==> config.mk <==
export PLATFORM = sky130hd
export DESIGN_NAME = aftks_top
export DESIGN_NICKNAME = d
export VERILOG_FILES = /design/src/aftks_pkg.sv /design/src/aftks_classify.sv /design/src/aftks_top.sv
export SDC_FILE = /design/constraint.sdc
export NUM_CORES = 1
export LEC_CHECK = 0
export BUFFER_PORTS_ARGS = -buffer_cell sky130_fd_sc_hd__clkbuf_2
export CORE_AREA = 2 2 532 534
export CTS_CLUSTER_DIAMETER = 100
export CTS_CLUSTER_SIZE = 20
export DETAILED_ROUTE_END_ITERATION = 12
export DIE_AREA = 0 0 534 536
export HOLD_SLACK_MARGIN = 0.03
export SYNTH_ARGS = -nofsm -noshare
export SYNTH_HDL_FRONTEND = slang
export SYNTH_SLANG_ARGS = --single-unit
==> constraint.sdc <==
create_clock -name sys_clk -period 4.7 [get_ports sys_clk]
set_input_delay 0.94 -clock sys_clk [delete_from_list [all_inputs] [get_ports sys_clk]]
set_output_delay 0.94 -clock sys_clk [all_outputs]
set_load 0.03 [all_outputs]
==> src/aftks_pkg.sv <==
// Shared constants, types and carriers of the frame type and key select block
package aftks_pkg;

  // Type/Len values that pick a frame type
  localparam logic [15:0] AFTKS_TL_IPV6      = 16'h86DD;
  localparam logic [15:0] AFTKS_TL_IPV4      = 16'h0800;
  localparam logic [15:0] AFTKS_TL_ARP       = 16'h0806;
  localparam logic [15:0] AFTKS_TL_RARP      = 16'h8035;
  localparam logic [15:0] AFTKS_TL_OAM       = 16'h8902;
  localparam logic [15:0] AFTKS_TL_PTP       = 16'h88F7;
  localparam logic [15:0] AFTKS_TL_GENERIC_ETHERTYPE_FRAME_MIN = 16'h0600;

  // IP header values
  localparam logic [3:0]  AFTKS_IP_VER6      = 4'h6;
  localparam logic [3:0]  AFTKS_IP_VER4      = 4'h4;
  localparam logic [7:0]  AFTKS_IPV6_MC_TOP  = 8'hFF;
  localparam logic [3:0]  AFTKS_IPV4_MC_TOP  = 4'hE;
  localparam logic [7:0]  AFTKS_PROTO_TCP    = 8'h06;
  localparam logic [7:0]  AFTKS_PROTO_UDP    = 8'h11;

  // LLC header values that mark SNAP
  localparam logic [7:0]  AFTKS_SAP_SNAP     = 8'hAA;
  localparam logic [7:0]  AFTKS_CTRL_SNAP    = 8'h03;

  // PTP over UDP destination ports and payload size
  localparam logic [15:0] AFTKS_PTP_EVENT    = 16'h013F;
  localparam logic [15:0] AFTKS_PTP_GENERAL  = 16'h0140;
  localparam int          AFTKS_PTP_BYTES    = 8;

  // Counts and widths
  localparam int          AFTKS_NUM_PORTS    = 53;
  localparam int          AFTKS_NUM_LOOKUPS  = 2;
  localparam int          AFTKS_PORT_W       = 6;

  // Selection codes, per port and lookup
  localparam logic [1:0]  AFTKS_V6MC_VLAN    = 2'h0;
  localparam logic [1:0]  AFTKS_V6MC_7TUP    = 2'h1;
  localparam logic [0:0]  AFTKS_V6UC_7TUP    = 1'h0;
  localparam logic [2:0]  AFTKS_V4MC_VLAN    = 3'h0;
  localparam logic [2:0]  AFTKS_V4MC_7TUP    = 3'h1;
  localparam logic [2:0]  AFTKS_V4MC_L4      = 3'h2;
  localparam logic [2:0]  AFTKS_V4MC_OTHER   = 3'h3;
  localparam logic [1:0]  AFTKS_V4UC_7TUP    = 2'h0;
  localparam logic [1:0]  AFTKS_V4UC_L4      = 2'h1;
  localparam logic [1:0]  AFTKS_V4UC_OTHER   = 2'h2;
  localparam logic [0:0]  AFTKS_ARP_KEY      = 1'h0;

  // Nine frame types
  typedef enum logic [3:0] {
    AFTKS_FT_IPV6_MC = 4'h0,
    AFTKS_FT_IPV6_UC = 4'h1,
    AFTKS_FT_IPV4_MC = 4'h2,
    AFTKS_FT_IPV4_UC = 4'h3,
    AFTKS_FT_ADDR_RES = 4'h4,
    AFTKS_FT_OAM     = 4'h5,
    AFTKS_FT_SNAP    = 4'h6,
    AFTKS_FT_LLC     = 4'h7,
    AFTKS_FT_GENERIC_ETHERTYPE_FRAME   = 4'h8
  } aftks_frame_type_t;

  // Layer 4 subtype of IP frames
  typedef enum logic [1:0] {
    AFTKS_L4_NONE  = 2'h0,
    AFTKS_L4_TCP   = 2'h1,
    AFTKS_L4_UDP   = 2'h2,
    AFTKS_L4_OTHER = 2'h3
  } aftks_l4_t;

  // Key types handed to the match memory
  typedef enum logic [2:0] {
    AFTKS_KEY_MAC_ETHERTYPE_KEY = 3'h0,
    AFTKS_KEY_ARP       = 3'h1,
    AFTKS_KEY_IPV4_VLAN = 3'h2,
    AFTKS_KEY_IPV4_L4   = 3'h3,
    AFTKS_KEY_IPV4_OTH  = 3'h4,
    AFTKS_KEY_7TUPLE    = 3'h5,
    AFTKS_KEY_IPV6_VLAN = 3'h6,
    AFTKS_KEY_CUSTOM    = 3'h7
  } aftks_key_t;

  // Parsed header fields of one frame
  typedef struct packed {
    logic [15:0]             type_len;    // Type/Len after tags
    logic [3:0]              ip_ver;      // IP version nibble
    logic [7:0]              ip_dst_top;  // Top byte of destination IP
    logic [7:0]              ip_proto;    // Protocol or next header
    logic [7:0]              dsap;        // LLC destination SAP
    logic [7:0]              ssap;        // LLC source SAP
    logic [7:0]              llc_ctrl;    // LLC control
    logic [15:0]             udp_dport;   // UDP destination port
    logic [63:0]             eth_pay;     // Bytes after EtherType
    logic [63:0]             udp_pay;     // Bytes after UDP header
    logic                    custom_ena;  // Upstream asks for custom key
    logic [1:0]              custom_pos;  // Upstream extraction point
    logic [AFTKS_PORT_W-1:0] port;        // Ingress port
  } aftks_frame_t;

  // Classification of one frame
  typedef struct packed {
    aftks_frame_type_t       frame_type;  // One of nine types
    aftks_l4_t               l4;          // IP subtype
    logic                    ptp;         // PTP encapsulation seen
    logic [63:0]             ptp_bytes;   // Extracted PTP payload
  } aftks_class_t;

  // Outcome of one lookup
  typedef struct packed {
    logic                    key_valid;   // Key is built
    aftks_key_t              key_type;    // Chosen key
    logic [1:0]              custom_pos;  // Point for custom key
  } aftks_lookup_t;

  // Key selection setting of one port and lookup
  typedef struct packed {
    logic [1:0]              v6mc;        // IPv6 multicast choice
    logic [0:0]              v6uc;        // IPv6 unicast choice
    logic [2:0]              v4mc;        // IPv4 multicast choice
    logic [1:0]              v4uc;        // IPv4 unicast choice
    logic [0:0]              arp;         // Address resolution choice
  } aftks_key_sel_t;

endpackage

==> src/aftks_classify.sv <==
// Combinational frame type, subtype and PTP classifier
module aftks_classify
(
  input  wire aftks_pkg::aftks_frame_t frm,  // Parsed frame fields
  output aftks_pkg::aftks_class_t      cls   // Classification
);
  import aftks_pkg::*;

  logic is_v6;  // IPv6 by Type/Len and version
  logic is_v4;  // IPv4 by Type/Len and version
  logic is_ptp_udp;  // UDP port of PTP

  // Sort the frame into one type
  always_comb
  begin
    cls   = '0;
    is_v6 = (frm.type_len == AFTKS_TL_IPV6) && (frm.ip_ver == AFTKS_IP_VER6);
    is_v4 = (frm.type_len == AFTKS_TL_IPV4) && (frm.ip_ver == AFTKS_IP_VER4);
    is_ptp_udp = (frm.udp_dport == AFTKS_PTP_EVENT) ||
                 (frm.udp_dport == AFTKS_PTP_GENERAL);
    if (is_v6)
    begin
      // Multicast prefix FF00::/8
      cls.frame_type = (frm.ip_dst_top == AFTKS_IPV6_MC_TOP) ?
                       AFTKS_FT_IPV6_MC : AFTKS_FT_IPV6_UC;  // RQ2
    end
    else if (is_v4)
    begin
      // Multicast prefix 224.0.0.0/4
      cls.frame_type = (frm.ip_dst_top[7:4] == AFTKS_IPV4_MC_TOP) ?
                       AFTKS_FT_IPV4_MC : AFTKS_FT_IPV4_UC;  // RQ4
    end
    else if ((frm.type_len == AFTKS_TL_ARP) ||
             (frm.type_len == AFTKS_TL_RARP))
    begin
      cls.frame_type = AFTKS_FT_ADDR_RES;  // RQ6
    end
    else if (frm.type_len == AFTKS_TL_OAM)
    begin
      cls.frame_type = AFTKS_FT_OAM;  // RQ7
    end
    else if (frm.type_len < AFTKS_TL_GENERIC_ETHERTYPE_FRAME_MIN)
    begin
      // Length field: LLC header decides
      if ((frm.dsap == AFTKS_SAP_SNAP) && (frm.ssap == AFTKS_SAP_SNAP) &&
          (frm.llc_ctrl == AFTKS_CTRL_SNAP))
        cls.frame_type = AFTKS_FT_SNAP;  // RQ8
      else
        cls.frame_type = AFTKS_FT_LLC;  // RQ9
    end
    else
    begin
      cls.frame_type = AFTKS_FT_GENERIC_ETHERTYPE_FRAME;  // RQ10
    end

    // IP subtype from protocol or next header
    if (is_v6 || is_v4)
    begin
      if (frm.ip_proto == AFTKS_PROTO_TCP)
        cls.l4 = AFTKS_L4_TCP;  // RQ3 RQ5
      else if (frm.ip_proto == AFTKS_PROTO_UDP)
        cls.l4 = AFTKS_L4_UDP;  // RQ3 RQ5
      else
        cls.l4 = AFTKS_L4_OTHER;  // RQ3 RQ5
    end

    // PTP over Ethernet or over UDP
    if (cls.frame_type == AFTKS_FT_GENERIC_ETHERTYPE_FRAME && frm.type_len == AFTKS_TL_PTP)
    begin
      cls.ptp       = 1'b1;  // RQ11
      cls.ptp_bytes = frm.eth_pay;  // RQ13
    end
    else if (cls.l4 == AFTKS_L4_UDP && is_ptp_udp)
    begin
      cls.ptp       = 1'b1;  // RQ12
      cls.ptp_bytes = frm.udp_pay;  // RQ13
    end
  end

endmodule

==> src/aftks_top.sv <==
// Frame type classification and per-lookup key selection
// Operation
// RQ1 - Every frame gets exactly one of nine types
// RQ2 - IPv6 typed multicast on FF00::/8 else unicast
// RQ3 - IPv6 subtype TCP, UDP or other
// RQ4 - IPv4 typed multicast on 224/4 else unicast
// RQ5 - IPv4 subtype TCP, UDP or other
// RQ6 - ARP and RARP give address resolution type
// RQ7 - Type/Len 0x8902 gives OAM type
// RQ8 - Length, SAPs 0xAA, control 0x3 give SNAP
// RQ9 - Other length frames are LLC
// RQ10 - Remaining EtherTypes are generic EtherType frames
// RQ11 - PTP over Ethernet is EtherType 0x88F7
// RQ12 - PTP over UDP uses ports 319, 320
// RQ13 - Extract eight PTP payload bytes
// RQ14 - Disabled lookup builds no key
// RQ15 - Key chosen per port, lookup, frame type
// RQ16 - OAM, SNAP, LLC, EtherType use MAC key
// RQ17 - Address resolution picks ARP or MAC key
// RQ18 - IPv6 keys allowed by multicast or unicast
// RQ19 - IPv4 keys allowed by multicast or unicast
// RQ20 - Upstream custom request overrides key selection
// RQ21 - One type per frame shared by lookups
module aftks_top
#(
  parameter int NUM_PORTS = aftks_pkg::AFTKS_NUM_PORTS  // Ingress ports
)
(
  input  wire logic                     sys_clk,  // Core clock
  input  wire logic                     rst,      // Sync reset
  input  wire logic                     frm_valid,  // Frame fields valid
  input  wire aftks_pkg::aftks_frame_t  frm,      // Parsed frame fields
  input  wire logic [NUM_PORTS-1:0][1:0] lookup_enable,  // Per port
  input  wire aftks_pkg::aftks_key_sel_t [NUM_PORTS-1:0][1:0]
                                        lookup_key_select,  // Per port
  output aftks_pkg::aftks_class_t       res_class_q,  // Frame class
  output logic [aftks_pkg::AFTKS_PORT_W-1:0] res_port_q,  // Ingress port
  output aftks_pkg::aftks_lookup_t [1:0] res_lookup_q,  // Lookup outcome
  output logic                          res_valid_q  // Result strobe
);
  import aftks_pkg::*;

  aftks_class_t            cls;           // Classifier output
  aftks_class_t            res_class_d;   // Next class
  aftks_lookup_t [1:0]     res_lookup_d;  // Next lookup outcome
  logic [AFTKS_PORT_W-1:0] res_port_d;    // Next port
  logic                    res_valid_d;   // Next strobe
  logic                    port_ok;       // Port within table

  // One classification per frame, shared by both lookups
  aftks_classify u_classify
  (
    .frm (frm),
    .cls (cls)
  );

  // Pick the key allowed for the frame type
  function automatic aftks_key_t select_key
  (
    input aftks_frame_type_t ft,
    input aftks_l4_t         l4,
    input aftks_key_sel_t    ks
  );
    aftks_key_t k;
    k = AFTKS_KEY_MAC_ETHERTYPE_KEY;
    case (ft)
      AFTKS_FT_IPV6_MC:
      begin
        if (ks.v6mc == AFTKS_V6MC_VLAN)
          k = AFTKS_KEY_IPV6_VLAN;  // RQ18
        else if (ks.v6mc == AFTKS_V6MC_7TUP)
          k = AFTKS_KEY_7TUPLE;  // RQ18
      end

      AFTKS_FT_IPV6_UC:
      begin
        if (ks.v6uc == AFTKS_V6UC_7TUP)
          k = AFTKS_KEY_7TUPLE;  // RQ18
      end

      AFTKS_FT_IPV4_MC:
      begin
        if (ks.v4mc == AFTKS_V4MC_VLAN)
          k = AFTKS_KEY_IPV4_VLAN;  // RQ19
        else if (ks.v4mc == AFTKS_V4MC_7TUP)
          k = AFTKS_KEY_7TUPLE;  // RQ19
        else if (ks.v4mc == AFTKS_V4MC_L4 && l4 != AFTKS_L4_OTHER)
          k = AFTKS_KEY_IPV4_L4;  // RQ19
        else if (ks.v4mc == AFTKS_V4MC_L4 ||
                 ks.v4mc == AFTKS_V4MC_OTHER)
          k = AFTKS_KEY_IPV4_OTH;  // RQ19
      end

      AFTKS_FT_IPV4_UC:
      begin
        if (ks.v4uc == AFTKS_V4UC_7TUP)
          k = AFTKS_KEY_7TUPLE;  // RQ19
        else if (ks.v4uc == AFTKS_V4UC_L4 && l4 != AFTKS_L4_OTHER)
          k = AFTKS_KEY_IPV4_L4;  // RQ19
        else if (ks.v4uc == AFTKS_V4UC_L4 ||
                 ks.v4uc == AFTKS_V4UC_OTHER)
          k = AFTKS_KEY_IPV4_OTH;  // RQ19
      end

      AFTKS_FT_ADDR_RES:
      begin
        if (ks.arp == AFTKS_ARP_KEY)
          k = AFTKS_KEY_ARP;  // RQ17
      end

      default:
      begin
        // OAM, SNAP, LLC and EtherType have one key only
        k = AFTKS_KEY_MAC_ETHERTYPE_KEY;  // RQ16
      end
    endcase
    return k;
  endfunction

  // Next result: class once, then each lookup on its own
  always_comb
  begin
    port_ok      = int'(frm.port) < NUM_PORTS;
    res_valid_d  = frm_valid;  // RQ21
    res_class_d  = res_class_q;
    res_port_d   = res_port_q;
    res_lookup_d = res_lookup_q;
    if (frm_valid)
    begin
      res_class_d = cls;  // RQ1
      res_port_d  = frm.port;
      for (int i = 0; i < AFTKS_NUM_LOOKUPS; i++)
      begin
        res_lookup_d[i] = '0;
        if (port_ok && lookup_enable[frm.port][i])
        begin
          res_lookup_d[i].key_valid = 1'b1;  // RQ14
          if (frm.custom_ena)
          begin
            // Upstream request wins over the port setting
            res_lookup_d[i].key_type   = AFTKS_KEY_CUSTOM;  // RQ20
            res_lookup_d[i].custom_pos = frm.custom_pos;  // RQ20
          end
          else
          begin
            res_lookup_d[i].key_type = select_key(cls.frame_type, cls.l4,
              lookup_key_select[frm.port][i]);  // RQ15 RQ21
          end
        end
      end
    end
  end

  // Result registers
  always_ff @(posedge sys_clk)
  begin
    if (rst)
    begin
      res_valid_q  <= 1'b0;
      res_class_q  <= '0;
      res_port_q   <= '0;
      res_lookup_q <= '0;
    end
    else
    begin
      res_valid_q  <= res_valid_d;
      res_class_q  <= res_class_d;
      res_port_q   <= res_port_d;
      res_lookup_q <= res_lookup_d;
    end
  end

  // Checks on the result, one cycle after the frame
  logic en0;   // Lookup 0 enabled for this frame
  logic take;  // Frame taken; reset in the same edge drops it
  always_comb
  begin
    en0  = port_ok && lookup_enable[frm.port][0];
    take = frm_valid && !rst;
  end

  // Answer one edge later
  AST_RESULT_ONE_CYCLE: // RQ21
  assert property (@(posedge sys_clk) disable iff (rst)
    take |=> res_valid_q && res_class_q == $past(cls))
    else $error("Result did not follow frame by one cycle");

  // IPv6 multicast typing
  AST_IPV6_MC_TYPE: // RQ2
  assert property (@(posedge sys_clk) disable iff (rst)
    take && frm.type_len == AFTKS_TL_IPV6 &&
    frm.ip_ver == AFTKS_IP_VER6 && frm.ip_dst_top == AFTKS_IPV6_MC_TOP
    |=> res_class_q.frame_type == AFTKS_FT_IPV6_MC)
    else $error("IPv6 multicast frame mistyped");

  // IPv4 unicast typing
  AST_IPV4_UC_TYPE: // RQ4
  assert property (@(posedge sys_clk) disable iff (rst)
    take && frm.type_len == AFTKS_TL_IPV4 &&
    frm.ip_ver == AFTKS_IP_VER4 &&
    frm.ip_dst_top[7:4] != AFTKS_IPV4_MC_TOP
    |=> res_class_q.frame_type == AFTKS_FT_IPV4_UC)
    else $error("IPv4 unicast frame mistyped");

  // ARP and RARP typing
  AST_ADDR_RES_TYPE: // RQ6
  assert property (@(posedge sys_clk) disable iff (rst)
    take && (frm.type_len == AFTKS_TL_ARP ||
    frm.type_len == AFTKS_TL_RARP)
    |=> res_class_q.frame_type == AFTKS_FT_ADDR_RES)
    else $error("Address resolution frame mistyped");

  // SNAP typing
  AST_SNAP_TYPE: // RQ8
  assert property (@(posedge sys_clk) disable iff (rst)
    take && frm.type_len < AFTKS_TL_GENERIC_ETHERTYPE_FRAME_MIN &&
    frm.dsap == AFTKS_SAP_SNAP && frm.ssap == AFTKS_SAP_SNAP &&
    frm.llc_ctrl == AFTKS_CTRL_SNAP
    |=> res_class_q.frame_type == AFTKS_FT_SNAP)
    else $error("SNAP frame mistyped");

  // PTP on the event port
  AST_PTP_UDP: // RQ12
  assert property (@(posedge sys_clk) disable iff (rst)
    take && frm.type_len == AFTKS_TL_IPV4 &&
    frm.ip_ver == AFTKS_IP_VER4 && frm.ip_proto == AFTKS_PROTO_UDP &&
    frm.udp_dport == AFTKS_PTP_EVENT
    |=> res_class_q.ptp && res_class_q.ptp_bytes == $past(frm.udp_pay))
    else $error("PTP over UDP not recognised");

  // Disabled lookup stays off
  AST_DISABLED_NO_KEY: // RQ14
  assert property (@(posedge sys_clk) disable iff (rst)
    take && !en0 |=> !res_lookup_q[0].key_valid)
    else $error("Key built for disabled lookup");

  // Fixed key frame types
  AST_FIXED_MAC_KEY: // RQ16
  assert property (@(posedge sys_clk) disable iff (rst)
    res_valid_q && res_lookup_q[1].key_valid &&
    res_lookup_q[1].key_type != AFTKS_KEY_CUSTOM &&
    res_class_q.frame_type inside {AFTKS_FT_OAM, AFTKS_FT_SNAP,
      AFTKS_FT_LLC, AFTKS_FT_GENERIC_ETHERTYPE_FRAME}
    |-> res_lookup_q[1].key_type == AFTKS_KEY_MAC_ETHERTYPE_KEY)
    else $error("Fixed frame type got a non MAC key");

  // No VLAN key on IPv6 unicast
  AST_UC_NO_VLAN_KEY: // RQ18
  assert property (@(posedge sys_clk) disable iff (rst)
    res_valid_q && res_class_q.frame_type == AFTKS_FT_IPV6_UC
    |-> res_lookup_q[0].key_type != AFTKS_KEY_IPV6_VLAN)
    else $error("IPv6 unicast frame got the VLAN key");

  // Custom request wins
  AST_CUSTOM_OVERRIDE: // RQ20
  assert property (@(posedge sys_clk) disable iff (rst)
    take && en0 && frm.custom_ena
    |=> res_lookup_q[0].key_type == AFTKS_KEY_CUSTOM &&
        res_lookup_q[0].custom_pos == $past(frm.custom_pos))
    else $error("Custom request did not override selection");

  // Main scenarios
  COV_PTP_ETH: cover property (@(posedge sys_clk) disable iff (rst)
    res_valid_q && res_class_q.ptp &&
    res_class_q.frame_type == AFTKS_FT_GENERIC_ETHERTYPE_FRAME);
  COV_V4MC_VLAN: cover property (@(posedge sys_clk) disable iff (rst)
    res_valid_q && res_lookup_q[1].key_type == AFTKS_KEY_IPV4_VLAN);
  COV_SPLIT: cover property (@(posedge sys_clk) disable iff (rst)
    res_valid_q && res_lookup_q[0].key_valid &&
    !res_lookup_q[1].key_valid);
  COV_ARP_KEY: cover property (@(posedge sys_clk) disable iff (rst)
    res_valid_q && res_lookup_q[0].key_type == AFTKS_KEY_ARP);
  COV_CUSTOM: cover property (@(posedge sys_clk) disable iff (rst)
    res_valid_q && res_lookup_q[1].key_type == AFTKS_KEY_CUSTOM);

endmodule

=== Word-level counts from Yosys, hierarchy flattened ===
Index checks and enable logic that the tools add are counted.

* Register bits after elaboration: 90
* Latch bits: 0
* Memory bits (writable): 0
* Memory bits (read-only): 0
* Output and inout port bits: 90
* Memories kept: 0

* Add/sub/neg operators: 0
* Multipliers: 0
* Div/mod/pow operators: 0
* $lt $le $gt $ge: 3
* Equal/unequal tests: 36
* Shift-type cells: 0
* Mux-type cells: 46
* Bitwise gates (word level): 0
* Reductions and logical operators: 26

{| class="wikitable"
|+ Operators by type and width
! operator !! number
|-
| 65-bit 2-to-1 mux || 2
|-
| 18-bit binary-select mux with 6-bit select || 1
|-
| 3-bit 2-to-1 mux || 22
|-
| 16-bit equality test, second input constant || 4
|-
| 16-bit by 12-bit equality test with 1-bit output, second input constant || 2
|-
| 16-bit by 9-bit equality test with 1-bit output, second input constant || 2
|-
| 3-bit one-hot mux with 5 select lines || 2
|-
| 8-bit equality test, second input constant || 3
|-
| 4-bit 2-to-1 mux || 5
|-
| 18-bit 2-to-1 mux || 1
|-
| 16-bit by 11-bit < comparator with 1-bit output, second input constant || 1
|-
| 2-bit binary-select mux with 6-bit select || 1
|-
| 3-bit by 2-bit equality test with 1-bit output, second input constant || 4
|-
| 4-bit by 3-bit equality test with 1-bit output, second input constant || 3
|-
| 1-bit logical AND || 12
|-
| 6-bit 2-to-1 mux || 2
|-
| 2-bit by 1-bit equality test with 1-bit output, second input constant || 4
|-
| 4-bit by 2-bit equality test with 1-bit output, second input constant || 2
|-
| 4-bit equality test, second input constant || 2
|-
| 8-bit by 2-bit equality test with 1-bit output, second input constant || 1
|-
| 8-bit by 3-bit equality test with 1-bit output, second input constant || 1
|-
| 8-bit by 5-bit equality test with 1-bit output, second input constant || 1
|-
| 2-bit zero test || 4
|-
| 2-bit 2-to-1 mux || 4
|-
| 10 further kinds || 25
|}

=== Depth between registers and ports, before layout ===
* Depth after elaboration: 13
* Mapped depth: 13
* Mapped depth without buffers: 8

=== Hierarchy ===
Synthesis repeated with hierarchy kept, for this count alone.

* Cell total of the unflattened synthesis: 1394
* Area total of the unflattened synthesis: 14233.7 um^2

{| class="wikitable"
|+ Modules (own cells, without submodules)
! module !! times used !! cells each !! area each (um^2)
|-
| aftks_top || 1 || 1105 || 12484.5
|-
| aftks_classify || 1 || 289 || 1749.2
|}

=== Worst setup path after synthesis ===
OpenSTA, ideal clock, no wires.

* Path kind: input port to flip-flop
* Start: in frm[0] (netlist name)
* End: reg res_lookup_q[9] (netlist name)
* Setup time: 0.086 ns
* Data arrival time: 3.037 ns
* Data required time: 4.614 ns
* Path slack: 1.577 ns
* Cell stages on the path: 8
* Path through: buf_6 buf_12 buf_12 mux4_2 mux4_2 a221o_1 o22a_1 a221oi_2

* Longest elaborated chain between the ends: 10
* Elaborated cells on any way between the ends: 23
* Classes of those cells: order compare (1); eq/ne (3); mux (13); reduce/logical (6)

{| class="wikitable"
|+ RTL lines
! what !! line !! source
|-
| start: declaration || aftks_top.sv:32 || <nowiki>input wire aftks_pkg::aftks_frame_t frm,</nowiki>
|-
| 18-bit binary-select mux with 6-bit select || aftks_top.sv:147 || <nowiki>lookup_key_select[frm.port][i]);</nowiki>
|-
| 18-bit 2-to-1 mux (implied by the code) || aftks_top.sv:147 ||
|-
| 3-bit by 2-bit equality test with 1-bit output || aftks_top.sv:87 || <nowiki>else if (ks.v4mc == AFTKS_V4MC_L4 && l4 != AFTKS_L4_OTHER)</nowiki>
|-
| 1-bit logical AND || aftks_top.sv:87 ||
|-
| 3-bit 2-to-1 mux || aftks_top.sv:87 ||
|-
| 3-bit 2-to-1 mux || aftks_top.sv:85 || <nowiki>else if (ks.v4mc == AFTKS_V4MC_7TUP)</nowiki>
|-
| 3-bit 2-to-1 mux || aftks_top.sv:83 || <nowiki>if (ks.v4mc == AFTKS_V4MC_VLAN)</nowiki>
|-
| 3-bit one-hot mux with 5 select lines || aftks_top.sv:66 || <nowiki>case (ft)</nowiki>
|-
| 3-bit 2-to-1 mux || aftks_top.sv:138 || <nowiki>if (frm.custom_ena)</nowiki>
|-
| 6-bit 2-to-1 mux (*) || aftks_top.sv:135 || <nowiki>if (port_ok && lookup_enable[frm.port][i])</nowiki>
|-
| end signal: assignment || aftks_top.sv:169 || <nowiki>res_lookup_q <= res_lookup_d;</nowiki>
|-
| end: declaration || aftks_top.sv:38 || <nowiki>output aftks_pkg::aftks_lookup_t [1:0] res_lookup_q,</nowiki>
|}

Every way passes the cells marked *; elsewhere a longest branch is shown, timed or not. The select of a mux whose other input is x is not followed.
A chain may end at the register's enable or synchronous reset.

=== Final worst setup path ===
* Start: in frm[0] (netlist name)
* End: reg res_lookup_q[2] (netlist name)

* Longest elaborated chain between the ends: 10
* Elaborated cells on any way between the ends: 27
* Classes of those cells: order compare (1); eq/ne (4); mux (16); reduce/logical (6)

{| class="wikitable"
|+ RTL lines
! what !! line
|-
| 18-bit binary-select mux with 6-bit select || aftks_top.sv:147
|-
| 18-bit 2-to-1 mux || --
|-
| 3-bit by 2-bit equality test with 1-bit output || aftks_top.sv:87
|-
| 1-bit logical AND || aftks_top.sv:87
|-
| 3-bit 2-to-1 mux || aftks_top.sv:87
|-
| 3-bit 2-to-1 mux || aftks_top.sv:85
|-
| 3-bit 2-to-1 mux || aftks_top.sv:83
|-
| 3-bit one-hot mux with 5 select lines || aftks_top.sv:66
|-
| 3-bit 2-to-1 mux || aftks_top.sv:138
|-
| 6-bit 2-to-1 mux (*) || aftks_top.sv:135
|}

Marked as above.

==> out/metrics.yaml <==
status:
  run_status: "finished with violations"
  violations: "design-rule violations"
critical_path:
  worstSetupPathType: "in -> reg"
  cp-end-kind: "register"
  worstPathRequired_ns: 4.99
  critical_path_arrival_ns: 4.52
  critPathLaunchType: "input pin"
  crit_path_max_fanout: 38
synth:
  yosys.area_share.simple_pct: 14.9
  synth_area_sq_mm: 0.0133
  yosys.area.top_type: "mux4_2"
  async_flop_share_pct: 0
  yosys.area_share.adder_pct: 0
  yosys_register_bits: 90
  synth_top_family_by_area: "multiplexers"
  syn_inst: 1289
  synthXorXnorAreaFrac_pct: 0
  synth_edf_count: 0
  yosys-top-cells-count: "mux4_2, mux2i_1, nor2_1, dfxtp_1, nor3_1"
  synth_compound_area_share_pct: 16.1
  ys_types: 80
  yosysTopAreaCellShare_pct: 35.6
  synth.avg_cell_area_sq_um: 10.3
  ys_warn_count: 0
  synth.most_common_cell: "mux4_2"
  synth_area_leaders: "mux4_2, dfxtp_1, mux2i_1, a221oi_1, nor2_1"
  syn_nets: 2565
  seq_area_frac_synth_pct: 13.5
  muxShareOfSynthArea_pct: 48.2
  synth-main-ff-cell: "dfxtp_1"
global_route:
  grt_overflow: 0
  grt_max_degree: 68
  gr-usage-met2_pct: 25.4
  use_met1_pct: 16.9
  grtUsageTotal_pct: 15.0
  grt_util_met3_pct: 6.07
  grt_pass1_vias: 19800
  grt_busiest_layer: "met2"
  antenna_found_initial: 218
  grt_pass1_wl_um: 264000
timing:
  period_needed_ns: 4.24
  setup_viol: 0
  fmax_ghz: 0.236
  tightest_slew_ns: 0.967
  grt_setup_unrepaired: "false"
  finalHoldViolCount: 0
  timing.final.crit_share_pct: 90.1
  fin_skew_ns: 0
  slew_violations: 0
  holdWs_ns: 0.465
  relSlewSlack_pct: 33.7
pwr:
  power_frac_seq_pct: 20.0
  combPwrFrac_pct: 59.4
  clock_power_share_pct: 20.6
  max-vdd-ir-drop_uv: 191
  p_leak_nw: 11.0
  p_sw_mw: 1.88
  intPower_mw: 2.21
  cellPowerDensity_mw_per_mm2: 156
  power_mw: 4.09
  p_sw_share_pct: 46.1
clocking:
  cts_buffer_depth: 2
  post-cts-setup-buffers: 0
  cts_resized: 0
  clockRootBuffer: "clkbuf_16"
  cts_max_level: 3
  cts_tree: "yes"
  cts.clk_slew.worst_paths_ns: 0.08
  clkSinkCount: 90
  clk_latency_ns: 0.41
  hold_buffers: 0
  cts_buffers: 9
placed_design:
  globalplace.congestion: 1.04
  io_buffers: 1365
  dp_hpwl_um: 204000
  dpl-instance-area_sq_mm: 0.0256
floorplan:
  die_h_um: 536
  start_util_pct: 4.74
  die_w_um: 534
  rows: 195
  coreArea_sq_mm: 0.281
  io_pins: 1366
  die-area_sq_mm: 0.286
detailed_routing:
  wl_per_cell_um: 34.2
  vias: 19700
  drt_iter0_drc: 1076
  viasPerCell: 3.02
  drt_pass1_iterations: 9
  finalWirelength_um: 224000
  ant_nets: 0
  drc: 3
hold_path:
  hp-class: "reg -> reg"
layout:
  syn2layout_area_growth_pct: 96.7
  fin_nets: 3976
  drive_gt1_share_pct: 67.7
  stdcell_area_sq_mm: 0.0262
flow_run:
  drv_cap: 0
[cells in the final DEF, fill, tap and decap left out, drive strengths merged, types with 32 or more instances in the layout]
master	count
a221oi	85
nand2	64
a21oi	34
mux4	216
clkbuf	1366
dfxtp	90
nor2	116
a22oi	32
nor3	87
buf	188
nand3	34
diode	83
mux2i	134
[critical path, cell delays in order]
cell and delay (ns):
buf_8 0.49, buf_4 0.29, mux4_2 0.50, mux2i_1 0.60, o22ai_1 0.40, o22ai_1 0.45
buf_4 0.20, nor2_1 0.04, mux2_2 0.28, nand2_1 0.07, a31oi_1 0.09
[power groups by stage]
stage	combinational (mW)	sequential, mW	clock (mW)
3_3_place_gp	2.52	0.837	0
2_1_floorplan	0.842	0.904	0
5_1_grt	2.59	0.823	0.941
4_1_cts	2.54	0.820	0.931
6_report	2.43	0.819	0.843
3_5_place_dp	2.53	0.837	0
[final timing paths]
kind / startpoint / endpoint / slack, ns / cells after the start
worst max-delay path: frm[0] / res_lookup_q[2] / 0.46 / 11
worst min-delay path: res_class_q[66] / res_class_q[66] / 0.47 / 2
worst max register to register: res_lookup_q[4] / res_lookup_q[4] / 3.46 / 3
worst min register to register: res_class_q[66] / res_class_q[66] / 0.47 / 2
[layer usage]
metal | part of all wire (%) | vias up
li1 | - | 8335
met3 | 9.7 | 391
met1 | 39 | 9558
met2 | 47 | 1301
met5 | 0.31 | -
met4 | 4.3 | 108
[flip-flops by register name (all words and copies together), names as in the netlist]
register and flops:
res_lookup_q 12, res_valid_q 1, res_class_q 71, res_port_q 6
[cell families (layout without fill, tap and decap cells)]
| family | count (synthesis) | count (layout) |
|---|---|---|
| multiplexers | 366 | 366 |
| buffers and inverters | 153 | 1569 |
| flip-flops | 90 | 90 |
| other | 0 | 83 |
| AND/OR/NAND/NOR | 399 | 399 |
| AO/OA/AOI/OAI | 281 | 281 |
[final cells by class]
class                           count  area [sq um]
Fill cell                       32800        255000
Multi-Input combinational cell   1046         10600
Timing Repair Buffer             1545          8490
Tap cell                         3743          4680
Sequential cell                    90          1800
Clock buffer                        9           225
Antenna cell                       83           208
Clock inverter                      7          73.8
Inverter                            8          36.3
[per-stage QoR]
| stage | utilization, % | setup TNS [ns] | std cells | setup slack, ns |
|---|---|---|---|---|
| 4_1_cts | 9.24 | 0 | 6448 | 0.370 |
| 3_3_place_gp | 9.13 | -2.59 | 6431 | -0.932 |
| 5_1_grt | 9.28 | 0 | 6493 | 0.461 |
| 2_1_floorplan | - | 0 | 1289 | 1.58 |
| 6_report | 9.31 | 0 | 6531 | 0.464 |
| 3_5_place_dp | 9.13 | -0.133 | 6432 | -0.110 |
Power figures use the tool's default switching activity.
